## config.mk

```make
export PLATFORM = sky130hd
export DESIGN_NAME = dtc_timers
export DESIGN_NICKNAME = d
export VERILOG_FILES = /design/src/rtl/dtc_pkg.sv /design/src/rtl/dtc_pin_sync.sv /design/src/rtl/dtc_timers.sv
export SDC_FILE = /design/constraint.sdc
export NUM_CORES = 1
export LEC_CHECK = 0
export BUFFER_PORTS_ARGS = -buffer_cell sky130_fd_sc_hd__buf_2
export CAP_MARGIN = 25
export CORE_ASPECT_RATIO = 1.2
export CORE_MARGIN = 3
export CORE_UTILIZATION = 46
export CTS_CLUSTER_DIAMETER = 150
export DETAILED_ROUTE_END_ITERATION = 10
export PLACE_DENSITY_LB_ADDON = 0.1
export SYNTH_ARGS = -nofsm -noshare
export SYNTH_HDL_FRONTEND = slang
export SYNTH_SLANG_ARGS = --single-unit
export TNS_END_PERCENT = 30
```

## constraint.sdc

```tcl
create_clock -name i_clk -period 5.1 [get_ports i_clk]
set_clock_uncertainty 0.1 [all_clocks]
set_input_delay 0.765 -clock i_clk [delete_from_list [all_inputs] [get_ports i_clk]]
set_output_delay 0.765 -clock i_clk [all_outputs]
set_load 0.01 [all_outputs]
```

## src/rtl/dtc_pkg.sv

```systemverilog
// Constants and types shared by the dual timer/counter block
package dtc_pkg;

  // ---------------------------------------------------------------
  // Special-function register addresses
  // ---------------------------------------------------------------
  localparam logic [7:0] ADDR_CTRL  = 8'h88; // timer_control_register
  localparam logic [7:0] ADDR_MODE  = 8'h89; // timer_mode_register
  localparam logic [7:0] ADDR_T0_LO = 8'h8A; // timer0_count_low
  localparam logic [7:0] ADDR_T1_LO = 8'h8B; // timer1_count_low
  localparam logic [7:0] ADDR_T0_HI = 8'h8C; // timer0_count_high
  localparam logic [7:0] ADDR_T1_HI = 8'h8D; // timer1_count_high

  // ---------------------------------------------------------------
  // Control register bit positions
  // ---------------------------------------------------------------
  localparam int CTRL_RUN0  = 4; // run_bit_t0
  localparam int CTRL_FLAG0 = 5; // overflow_flag_t0
  localparam int CTRL_RUN1  = 6; // run_bit_t1
  localparam int CTRL_FLAG1 = 7; // overflow_flag_t1

  // ---------------------------------------------------------------
  // Mode register field positions
  // ---------------------------------------------------------------
  localparam int MODE0_LSB = 0; // Timer 0 mode field [1:0]
  localparam int SRC0      = 2; // source_select_t0
  localparam int QUAL0     = 3; // pin_qualify_t0
  localparam int MODE1_LSB = 4; // Timer 1 mode field [5:4]
  localparam int SRC1      = 6; // source_select_t1
  localparam int QUAL1     = 7; // pin_qualify_t1

  // ---------------------------------------------------------------
  // Reset values
  // ---------------------------------------------------------------
  localparam logic [7:0] RST_BYTE = 8'h00; // Every register

  // ---------------------------------------------------------------
  // Timer operating modes
  // ---------------------------------------------------------------
  typedef enum logic [1:0] {
    DTC_MODE_13     = 2'h0, // 13-bit count
    DTC_MODE_16     = 2'h1, // 16-bit count
    DTC_MODE_RELOAD = 2'h2, // 8-bit with autoreload
    DTC_MODE_SPLIT  = 2'h3  // Split / hold
  } dtc_mode_e;

endpackage

```

## src/rtl/dtc_pin_sync.sv

```systemverilog
// Pin synchroniser with falling-edge detector for the timer inputs
`timescale 1ns/1ps
module dtc_pin_sync #(
  parameter int W = 4 // Number of pins
) (
  // Clock, reset, enable
  input  wire logic         i_clk,
  input  wire logic         i_arst_n,
  input  wire logic         i_ce,
  // Asynchronous pins
  input  wire logic [W-1:0] i_pin,
  // Synchronised results
  output logic      [W-1:0] o_level,
  output logic      [W-1:0] o_fall
);

  // ---------------------------------------------------------------
  // Registers
  // ---------------------------------------------------------------
  logic [W-1:0] meta_q;   // First stage, read by stage two only
  logic [W-1:0] sync_q;   // Second stage, safe level
  logic [W-1:0] prev_q;   // Delayed level for edge detection
  logic [W-1:0] meta_d;
  logic [W-1:0] sync_d;
  logic [W-1:0] prev_d;

  // Next values: a plain shift chain
  always_comb begin
    meta_d = i_pin;
    sync_d = meta_q;
    prev_d = sync_q;
  end

  // Pins idle high, so reset to ones avoids a false edge
  always_ff @(posedge i_clk or negedge i_arst_n) begin
    if (!i_arst_n) begin
      meta_q <= '1;
      sync_q <= '1;
      prev_q <= '1;
    end else if (i_ce) begin
      meta_q <= meta_d;
      sync_q <= sync_d;
      prev_q <= prev_d;
    end
  end

  // Outputs never look at the first stage
  assign o_level = sync_q;
  assign o_fall  = prev_q & ~sync_q;

endmodule

```

## src/rtl/dtc_timers.sv

```systemverilog
// Dual 8/13/16-bit timer/counter with special-function registers
`timescale 1ns/1ps
//
// Function
// 13-bit mode: high byte plus low five bits
// Wrap to zero sets overflow flag
// Count when run and (no qualify or pin)
// Qualify bits at mode bits 3, 7
// Timer 0 run bit at control bit 4
// Run bit change keeps count registers
// 16-bit mode uses all sixteen bits
// Autoreload: low overflows, flag, copy high
// Autoreload leaves high byte unchanged
// Timer 1 split mode freezes count
// Split: Timer 0 low uses Timer 0 controls
// Split: Timer 0 high uses Timer 1 run/flag
// Timer 1 stop/start via split; baud tick
// No prescaler: one tick per clock
// Count bytes mapped, reset to zero
// Flag cleared when core vectors to handler
// Timer 1 run bit at control bit 6
// Source select: clock or pin falling edge
// Two-bit mode field per timer
module dtc_timers (
  // Clock, reset, enable
  input  wire logic       i_clk,
  input  wire logic       i_arst_n,
  input  wire logic       i_ce,
  // Special-function register port of the core
  input  wire logic [7:0] i_sfr_addr,
  input  wire logic       i_sfr_wr,
  input  wire logic [7:0] i_sfr_wdata,
  output logic      [7:0] o_sfr_rdata,
  // Interrupt vector acknowledges from the core
  input  wire logic       i_vector_t0,
  input  wire logic       i_vector_t1,
  // External pins
  input  wire logic       i_count_pin_t0,
  input  wire logic       i_count_pin_t1,
  input  wire logic       i_ext_irq_pin_zero,
  input  wire logic       i_ext_irq_pin_one,
  // Requests and baud tick
  output logic            o_irq_t0,
  output logic            o_irq_t1,
  output logic            o_baud_tick_t1
);

  // ---------------------------------------------------------------
  // Counting step for one timer
  // ---------------------------------------------------------------
  // Returns {overflow, high, low} after one advance
  function automatic logic [16:0] dtc_step(input logic [1:0] mode,
                                           input logic [7:0] hi,
                                           input logic [7:0] lo);
    logic [5:0]  l6;
    logic [8:0]  l9;
    logic [8:0]  h9;
    logic [16:0] w17;
    begin
      l6  = {1'b0, lo[4:0]} + 6'h01;
      l9  = {1'b0, lo} + 9'h001;
      h9  = {1'b0, hi} + {8'h00, l6[5]};
      w17 = {1'b0, hi, lo} + 17'h00001;
      case (mode)
        dtc_pkg::DTC_MODE_13: begin
          // Upper three low bits take no part in the count
          dtc_step = {h9[8], h9[7:0], lo[7:5], l6[4:0]};
        end
        dtc_pkg::DTC_MODE_16: dtc_step = w17;
        dtc_pkg::DTC_MODE_RELOAD: begin
          // High byte is the reload value and never moves
          dtc_step = {l9[8], hi, l9[8] ? hi : l9[7:0]};
        end
        default: begin
          // Split: only the low byte counts here
          dtc_step = {l9[8], hi, l9[7:0]};
        end
      endcase
    end
  endfunction

  // ---------------------------------------------------------------
  // Registers
  // ---------------------------------------------------------------
  logic [7:0] t0_lo_q, t0_lo_d;       // timer0_count_low
  logic [7:0] t0_hi_q, t0_hi_d;       // timer0_count_high
  logic [7:0] t1_lo_q, t1_lo_d;       // timer1_count_low
  logic [7:0] t1_hi_q, t1_hi_d;       // timer1_count_high
  logic [7:0] mode_q, mode_d;         // timer_mode_register
  logic       run0_q, run0_d;         // run_bit_t0
  logic       run1_q, run1_d;         // run_bit_t1
  logic       flag0_q, flag0_d;       // overflow_flag_t0
  logic       flag1_q, flag1_d;       // overflow_flag_t1
  logic [7:0] rdata_q, rdata_d;       // Registered read data
  logic       baud_q, baud_d;         // Timer 1 overflow tick

  // ---------------------------------------------------------------
  // Pin synchronisers
  // ---------------------------------------------------------------
  logic [3:0] pin_level;              // Synchronised levels
  logic [3:0] pin_fall;               // Falling-edge pulses

  dtc_pin_sync #(
    .W (4)
  ) u_sync (
    .i_clk    (i_clk),
    .i_arst_n (i_arst_n),
    .i_ce     (i_ce),
    .i_pin    ({i_ext_irq_pin_one, i_ext_irq_pin_zero,
                i_count_pin_t1, i_count_pin_t0}),
    .o_level  (pin_level),
    .o_fall   (pin_fall)
  );

  // ---------------------------------------------------------------
  // Mode decode and count enables
  // ---------------------------------------------------------------
  logic [1:0]  mode0;                 // Timer 0 mode field
  logic [1:0]  mode1;                 // Timer 1 mode field
  logic        pin_qualify_t0;                 // Timer 0 run and qualified
  logic        pin_qualify_t1;                 // Timer 1 run and qualified
  logic        tick0;                 // Timer 0 source event
  logic        tick1;                 // Timer 1 source event
  logic        inc0;                  // Timer 0 advances now
  logic        inc1;                  // Timer 1 advances now
  logic [16:0] step0;                 // Timer 0 next count
  logic [16:0] step1;                 // Timer 1 next count
  logic [8:0]  hsplit;                // Split high byte plus one
  logic        split0;                // Timer 0 in split mode
  logic        inc_hs;                // Split high byte advances
  logic        set0;                  // Event for flag 0
  logic        set1;                  // Event for flag 1
  logic        ovf1;                  // Timer 1 own overflow

  assign mode0  = mode_q[dtc_pkg::MODE0_LSB +: 2];
  assign mode1  = mode_q[dtc_pkg::MODE1_LSB +: 2];
  assign split0 = (mode0 == dtc_pkg::DTC_MODE_SPLIT);

  // Qualify bit lets the irq pin level gate a pulse width count
  assign pin_qualify_t0 = run0_q &
                 (!mode_q[dtc_pkg::QUAL0] | pin_level[2]);
  assign pin_qualify_t1 = run1_q &
                 (!mode_q[dtc_pkg::QUAL1] | pin_level[3]);

  // No divide-by-twelve: the timer function ticks every clock
  assign tick0 = mode_q[dtc_pkg::SRC0] ? pin_fall[0] : 1'b1;
  assign tick1 = mode_q[dtc_pkg::SRC1] ? pin_fall[1] : 1'b1;

  // Timer 1 in its split mode simply holds, as if stopped
  assign inc0 = pin_qualify_t0 & tick0;
  assign inc1 = pin_qualify_t1 & tick1 &
                (mode1 != dtc_pkg::DTC_MODE_SPLIT);

  assign step0 = dtc_step(mode0, t0_hi_q, t0_lo_q);
  assign step1 = dtc_step(mode1, t1_hi_q, t1_lo_q);

  // Split high byte counts clocks under the Timer 1 run bit only
  assign hsplit = {1'b0, t0_hi_q} + 9'h001;
  assign inc_hs = split0 & run1_q;

  assign set0 = inc0 & step0[16];
  assign ovf1 = inc1 & step1[16];
  // Timer 1 loses its flag to the split high byte
  assign set1 = split0 ? (inc_hs & hsplit[8]) : ovf1;

  // ---------------------------------------------------------------
  // Next-state logic
  // ---------------------------------------------------------------
  // Software writes to a byte win over a count in the same cycle
  always_comb begin
    t0_lo_d = t0_lo_q;
    t0_hi_d = t0_hi_q;
    t1_lo_d = t1_lo_q;
    t1_hi_d = t1_hi_q;
    mode_d  = mode_q;
    run0_d  = run0_q;
    run1_d  = run1_q;
    flag0_d = flag0_q;
    flag1_d = flag1_q;
    baud_d  = ovf1;
    // Timer 0 count
    if (inc0) begin
      t0_lo_d = step0[7:0];
      if (!split0) begin
        t0_hi_d = step0[15:8];
      end
    end
    if (inc_hs) begin
      t0_hi_d = hsplit[7:0];
    end
    // Timer 1 count
    if (inc1) begin
      t1_lo_d = step1[7:0];
      t1_hi_d = step1[15:8];
    end
    // Acknowledge clears come first
    if (i_vector_t0) begin
      flag0_d = 1'b0;
    end
    if (i_vector_t1) begin
      flag1_d = 1'b0;
    end
    // Register writes; run bits only steer, never clear counts
    if (i_sfr_wr) begin
      case (i_sfr_addr)
        dtc_pkg::ADDR_CTRL: begin
          run0_d  = i_sfr_wdata[dtc_pkg::CTRL_RUN0];
          run1_d  = i_sfr_wdata[dtc_pkg::CTRL_RUN1];
          flag0_d = i_sfr_wdata[dtc_pkg::CTRL_FLAG0];
          flag1_d = i_sfr_wdata[dtc_pkg::CTRL_FLAG1];
        end
        dtc_pkg::ADDR_MODE:  mode_d  = i_sfr_wdata;
        dtc_pkg::ADDR_T0_LO: t0_lo_d = i_sfr_wdata;
        dtc_pkg::ADDR_T1_LO: t1_lo_d = i_sfr_wdata;
        dtc_pkg::ADDR_T0_HI: t0_hi_d = i_sfr_wdata;
        dtc_pkg::ADDR_T1_HI: t1_hi_d = i_sfr_wdata;
        default: begin
          // Other addresses belong to other blocks
        end
      endcase
    end
    // An overflow in the clearing cycle is never lost
    if (set0) begin
      flag0_d = 1'b1;
    end
    if (set1) begin
      flag1_d = 1'b1;
    end
    // Read mux; unowned control bits read as zero
    case (i_sfr_addr)
      dtc_pkg::ADDR_CTRL:  rdata_d = {flag1_q, run1_q, flag0_q,
                                      run0_q, 4'h0};
      dtc_pkg::ADDR_MODE:  rdata_d = mode_q;
      dtc_pkg::ADDR_T0_LO: rdata_d = t0_lo_q;
      dtc_pkg::ADDR_T1_LO: rdata_d = t1_lo_q;
      dtc_pkg::ADDR_T0_HI: rdata_d = t0_hi_q;
      dtc_pkg::ADDR_T1_HI: rdata_d = t1_hi_q;
      default:             rdata_d = 8'h00;
    endcase
  end

  // ---------------------------------------------------------------
  // State registers
  // ---------------------------------------------------------------
  // Clock enable low freezes every bit of state
  always_ff @(posedge i_clk or negedge i_arst_n) begin
    if (!i_arst_n) begin
      t0_lo_q <= dtc_pkg::RST_BYTE;
      t0_hi_q <= dtc_pkg::RST_BYTE;
      t1_lo_q <= dtc_pkg::RST_BYTE;
      t1_hi_q <= dtc_pkg::RST_BYTE;
      mode_q  <= dtc_pkg::RST_BYTE;
      run0_q  <= 1'b0;
      run1_q  <= 1'b0;
      flag0_q <= 1'b0;
      flag1_q <= 1'b0;
      rdata_q <= dtc_pkg::RST_BYTE;
      baud_q  <= 1'b0;
    end else if (i_ce) begin
      t0_lo_q <= t0_lo_d;
      t0_hi_q <= t0_hi_d;
      t1_lo_q <= t1_lo_d;
      t1_hi_q <= t1_hi_d;
      mode_q  <= mode_d;
      run0_q  <= run0_d;
      run1_q  <= run1_d;
      flag0_q <= flag0_d;
      flag1_q <= flag1_d;
      rdata_q <= rdata_d;
      baud_q  <= baud_d;
    end
  end

  // Outputs straight from flops
  assign o_sfr_rdata    = rdata_q;
  assign o_irq_t0       = flag0_q;
  assign o_irq_t1       = flag1_q;
  assign o_baud_tick_t1 = baud_q;

  // ---------------------------------------------------------------
  // Assertions
  // ---------------------------------------------------------------
  a_run_off_hold: assert property (@(posedge i_clk)
    disable iff (!i_arst_n)
    i_ce && !run0_q && !i_sfr_wr |=> $stable(t0_lo_q))
    else $error("timer 0 low moved while stopped");
  a_gate_pin_low: assert property (@(posedge i_clk)
    disable iff (!i_arst_n)
    i_ce && mode_q[dtc_pkg::QUAL0] && !pin_level[2] && !i_sfr_wr
    |=> $stable(t0_lo_q))
    else $error("timer 0 counted with qualify pin low");
  a_clock_tick: assert property (@(posedge i_clk)
    disable iff (!i_arst_n)
    i_ce && pin_qualify_t0 && !mode_q[dtc_pkg::SRC0] &&
    mode0 == dtc_pkg::DTC_MODE_16 && !i_sfr_wr
    |=> {t0_hi_q, t0_lo_q} == $past({t0_hi_q, t0_lo_q}) + 16'h0001)
    else $error("16-bit timer did not advance by one");
  a_mode13_carry: assert property (@(posedge i_clk)
    disable iff (!i_arst_n)
    i_ce && inc0 && mode0 == dtc_pkg::DTC_MODE_13 &&
    t0_lo_q[4:0] == 5'h1F && !i_sfr_wr
    |=> t0_lo_q[4:0] == 5'h00 &&
        t0_hi_q == $past(t0_hi_q) + 8'h01)
    else $error("13-bit carry into high byte wrong");
  a_ovf_flag: assert property (@(posedge i_clk)
    disable iff (!i_arst_n)
    i_ce && set0 |=> flag0_q && o_irq_t0)
    else $error("overflow did not set flag 0");
  a_reload_copy: assert property (@(posedge i_clk)
    disable iff (!i_arst_n)
    i_ce && mode0 == dtc_pkg::DTC_MODE_RELOAD && set0 && !i_sfr_wr
    |=> t0_lo_q == $past(t0_hi_q) && $stable(t0_hi_q))
    else $error("autoreload did not copy high byte");
  a_t1_split_hold: assert property (@(posedge i_clk)
    disable iff (!i_arst_n)
    i_ce && mode1 == dtc_pkg::DTC_MODE_SPLIT && !i_sfr_wr
    |=> $stable({t1_hi_q, t1_lo_q}))
    else $error("timer 1 moved in split mode");
  a_split_high: assert property (@(posedge i_clk)
    disable iff (!i_arst_n)
    i_ce && split0 && run1_q && t0_hi_q == 8'hFF
    |=> flag1_q ##1 1'b1)
    else $error("split high byte did not set flag 1");
  a_vector_clear: assert property (@(posedge i_clk)
    disable iff (!i_arst_n)
    i_ce && i_vector_t0 && !set0 && !i_sfr_wr |=> !flag0_q)
    else $error("vector did not clear flag 0");
  a_set_wins: assert property (@(posedge i_clk)
    disable iff (!i_arst_n)
    i_ce && i_vector_t1 && set1 |=> flag1_q)
    else $error("clear beat a simultaneous overflow");
  a_ce_freeze: assert property (@(posedge i_clk)
    disable iff (!i_arst_n)
    !i_ce |=> $stable({t0_hi_q, t0_lo_q, t1_hi_q, t1_lo_q, flag0_q}))
    else $error("state moved with clock enable low");

endmodule

```

; Yosys cells after proc, flatten, opt, wreduce, memory -nomap -nowiden
; Cells that the tools add are included.
[classes]
eq_ne = 12
n_addsub = 9
n_reduce_logical = 6
n_bitwise = 13
n_mux = 30
[ops]
columns = operator, n
row1 = 2-to-1 mux 8 bit, 16
row2 = one-hot mux 17 bit (3 select lines), 2
row3 = == test 8 bit (second input constant), 6
row4 = one-hot mux 8 bit (6 select lines), 1
row5 = adder 16 x 1 -> 17 bit (second input constant), 2
row6 = adder 8 x 1 -> 9 bit (second input constant), 3
row7 = adder 8 x 1 -> 9 bit, 2
row8 = adder 5 x 1 -> 6 bit (second input constant), 2
row9 = 2-to-1 mux 1 bit, 11
row10 = AND 1 bit, 9
row11 = == test 2 bit (second input constant), 3
row12 = AND reduction 3 bit, 2
row13 = == test 2 x 1 -> 1 bit (second input constant), 2
row14 = zero test 2 bit, 2
row15 = AND 2 bit, 1
row16 = zero test 1 bit, 2
row17 = inequality test 2 bit (second input constant), 1
row18 = NOT 2 bit, 1
row19 = bitwise OR 1 bit, 2
[totals]
ff_bits = 63
in_bits = 26
output_inout_bits = 11
wordCells = 84

; Depth between registers and ports, before layout
[depth]
word_depth = 8
mapped_depth = 10
mapped_depth_nobuf = 10

; Cells and area by module
; From an unflattened synthesis, not the netlist that was laid out.
[hier_totals]
cells_unflattened = 566
hier_area_um2 = 4797.1
[modules_own_cells]
columns = module, seq_area_each_um2, instances, cells_each, area_each_um2
row1 = dtc_timers, 1326.3, 1, 537, 4272.8
row2 = dtc_pin_sync, 315.3, 1, 29, 524.3

; Least setup slack after synthesis
; No wires, ideal clock.
[synth_path]
path_kind = input to register
startpoint = input i_sfr_addr[6]
endpoint = register mode_q[1]
path_slack_ns = 2.752
path_buffers = 1
stages = 6
setup_time_ns = 0.127
t_arrival_ns = 2.120
required_time_ns = 4.873
path_cell_list = nor4b_4 > nand2_2 > nor2_2 > and4b_1 > buf_4 > mux2_1
[synth_between]
elab_chain_cells = 2
[synth_rtl]
columns = element, line
row1 = "start, declared", dtc_timers.sv:30  ; input wire logic [7:0] i_sfr_addr,
row2 = == test 8 bit, dtc_timers.sv:205  ; case (i_sfr_addr)
row3 = AND reduction 3 bit (no line), n/a
row4 = "end signal, assigned", dtc_timers.sv:252  ; mode_q <= dtc_pkg::RST_BYTE;
row5 = "end signal, assigned", dtc_timers.sv:264  ; mode_q <= mode_d;
row6 = "end, declared", dtc_timers.sv:89  ; logic [7:0] mode_q, mode_d;
; No other way between the ends.
; A chain may end at the register's enable or synchronous reset.

; Final worst setup path
[layout_path]
startpoint = register u_sync.sync_q[3] (netlist: u_sync.o_level[3])
endpoint = register t1_lo_q[7]
[layout_between]
elab_chain_cells = 7
[layout_rtl]
columns = element, line
row1 = "start, declared", dtc_pin_sync.sv:21  ; logic [W-1:0] sync_q;
row2 = "start signal, assigned", dtc_pin_sync.sv:42  ; sync_q <= sync_d;
row3 = bitwise OR 1 bit (*), dtc_timers.sv:143  ; (!mode_q[dtc_pkg::QUAL1] | pin_level[3]);
row4 = AND 1 bit (*), dtc_timers.sv:142  ; assign pin_qualify_t1 = run1_q &
row5 = AND 1 bit (*) (2 in series), dtc_timers.sv:151  ; assign inc1 = pin_qualify_t1 & tick1 &
row6 = 2-to-1 mux 8 bit (*), dtc_timers.sv:192  ; if (inc1) begin
row7 = 2-to-1 mux 8 bit, dtc_timers.sv:205
row8 = 2-to-1 mux 8 bit (*), dtc_timers.sv:204  ; if (i_sfr_wr) begin
row9 = "end signal, assigned", dtc_timers.sv:250  ; t1_lo_q <= dtc_pkg::RST_BYTE;
row10 = "end signal, assigned", dtc_timers.sv:262  ; t1_lo_q <= t1_lo_d;
row11 = "end, declared", dtc_timers.sv:87  ; logic [7:0] t1_lo_q, t1_lo_d;
; Mark *: on every way between the ends. The rest lies on a longest branch, timed or not.

==> qor.yml <==
routing:
  drt_iter0_markers: 403
  avgViaCountPerCell: 6.84
  drc: 0
  wl_per_cell_um: 22.9
  first_pass_iters: 5
  vias: 4667
  routed_wl_um: 15600
  ant_nets: 0
synthesis:
  async_flop_share: 1.00
  synthFlopType: "dfrtp_1"
  synth_edf_count: 0
  ys_types: 82
  synth_top_area_share: 0.282
  syn_nets: 581
  synth.avg_cell_area_sq_um: 8.58
  ys_ff_latch: 63
  ys.warnings.count: 0
  yosys.area.top_type: "dfrtp_1"
  synth.yosys.seq_area_share: 0.337
  synth_cells: 549
  synth_area_sq_um: 4710
  synth_top_cells_by_area: "dfrtp_1 (28%), dfstp_2 (5.6%), a21oi_1 (4.6%)"
placement:
  port_buffers: 36
  routabilityCongestion: 0.981
  dp_slack_ns: 2.12
  dp_hpwl_um: 10900
floorplanning:
  fp-row-count: 39
  core_area_sq_um: 9760
  top_level_ports: 37
  start_util: 0.482
  die-area_sq_um: 11500
  die_w_um: 98.4
  die_height_um: 117
clock_network:
  clk_path_buf_depth: 2
  cts-hold-fix-buffers: 0
  htree_levels: 3
  cts_sinks: 63
  cts_tree: "built"
  insertion_delay_ns: 0.34
  clkTransAtPathRegs_ns: 0.05
  post_cts.repair.setup_buffers: 0
  cts_root_buf: "clkbuf_16"
  cts_resized: 0
  cts_buffers: 9
setup_path:
  startpoint_type: "register"
  criticalPathCategory: "reg2reg"
  critical_path_required_ns: 5.27
  arrival_ns: 2.97
  cp_max_fo: 11
  end_kind: "register"
global_routing:
  antenna_found_initial: 0
  first_global_vias: 4481
  grt_overflow: 0
  grt_pass1_wl_um: 25000
  grt_max_degree: 64
  grtUsageTotal: 0.281
sta:
  period_share: 0.549
  rsz0062_at_grt: "false"
  fin_tns_setup_ns: 0
  max_slew_margin: 0.416
  finalHoldViolations: 0
  timing.fmax_ghz: 0.357
  tightest_slew_ns: 0.875
  setup_ws_ns: 2.30
  maxSlewViolCount: 0
  setup_viol: 0
  period_minus_slack_ns: 2.80
pwr:
  leakagePower_nw: 1.95
  powerDensity_nw_per_um2: 284
  peakVddDrop_v: 0.000155
layout:
  fillers: 981
  nets: 586
  antennaDiodeCount: 0
  most-common-layout-cells: "nand2_1 (53), dfrtp_1 (53), a21oi_1 (43)"
  drive_above_1_share: 0.179
  synthToLayoutAreaGrowth_pct: 8.82
min_path:
  hp-class: "reg2reg"
run_status:
  status: "completed"
run:
  max_cap_viol_count: 0
synth_stat cells, types with 5 or more instances:
cell type  number
or3_1           6
a21oi_1        43
nand2_1        53
nor2b_1         5
o22ai_1        13
nand4_1         9
clkbuf_1       25
nor4_1         12
dfstp_2        10
ha_1            6
and2_1          7
nor3_1         22
o21ai_0        20
inv_1          15
a22oi_1         5
mux2_2         16
nand2b_1        7
nor2_1         30
buf_2          12
a221oi_1       12
mux2i_1         7
o2bb2ai_1       6
mux2_1          9
o21ai_1        17
nand3_1        20
dfrtp_1        53
a31oi_1        12
per-layer routing:
layer,vias to the layer above,global-route usage,routed length (um)
met5,-,0,0
met4,0,0.157,791
met3,54,0.0504,1040
met2,208,0.449,7330
met1,2284,0.362,6450
li1,2121,-,-
worst max-delay path, stage by stage, from the launching register on:
cell,delay [ns]
dfstp_2,0.51
clkinv_1,0.11
a221oi_2,0.75
nand2_1,0.43
or3_1,0.42
a32oi_1,0.23
a31o_1,0.17
power breakdown:
group | leakage [nW] | internal, mW | switching [mW]
Sequential | 0.769 | 0.557 | 0.103
Clock | 0.133 | 0.325 | 0.229
Combinational | 1.05 | 0.102 | 0.137
Total | 1.95 | 0.984 | 0.469
cell families (layout without fill, tap and decap cells):
group                    count (synthesis)  count (layout)  share of synthesized area
adder cells (fa/ha/maj)                  6               6                     0.0159
flip-flops                              63              63                      0.337
AND/OR/NAND/NOR                        203             203                      0.241
XOR/XNOR                                 4               4                    0.00744
buffers and inverters                   60              70                     0.0534
AO/OA/AOI/OAI                          179             179                      0.260
multiplexers                            34              34                     0.0842
per-stage QoR:
step	cells	instance area, sq um	utilization	power [mW]	hold WS (ns)
finish	682	5120	0.525	1.45	0.396
global route	682	5120	0.525	1.52	0.425
CTS	682	5120	0.525	1.45	0.402
detailed placement	666	4870	0.499	0.902	0.389
global placement	666	4870	0.499	0.894	0.376
floorplan	549	4710	-	0.797	0.364
flip-flops by register name, summed over array words and instances (netlist names), 2 cells and up:
signal,cells
u_sync.prev_q,2
t1_hi_q,8
t1_lo_q,8
o_sfr_rdata,8
u_sync.meta_q,4
t0_hi_q,8
u_sync.o_level,4
t0_lo_q,8
mode_q,8
layout make-up:
class                           instances  area, sq um  area share
Clock buffer                           11          233      0.0454
Clock inverter                          5         25.0     0.00488
Multi-Input combinational cell        426         2870       0.560
Timing Repair Buffer                   38          195      0.0381
Sequential cell                        63         1590       0.310
Inverter                               16         60.1      0.0117
Tap cell                              123          154      0.0300
path summary, 6_finish.rpt:
path | to | from | slack (ns) | cells past startpoint
min reg2reg | run0_q | run0_q | 0.40 | 1
max reg2reg | t1_lo_q[7] | u_sync.o_level[3] | 2.30 | 6
min in group asynchronous | t1_hi_q[1] | i_arst_n | 0.51 | 2
min | run0_q | run0_q | 0.40 | 1
max in group asynchronous | o_baud_tick_t1 | i_arst_n | 3.83 | 2
max | t1_lo_q[7] | u_sync.o_level[3] | 2.30 | 6
Note: power is estimated with default switching activity, not from simulation.
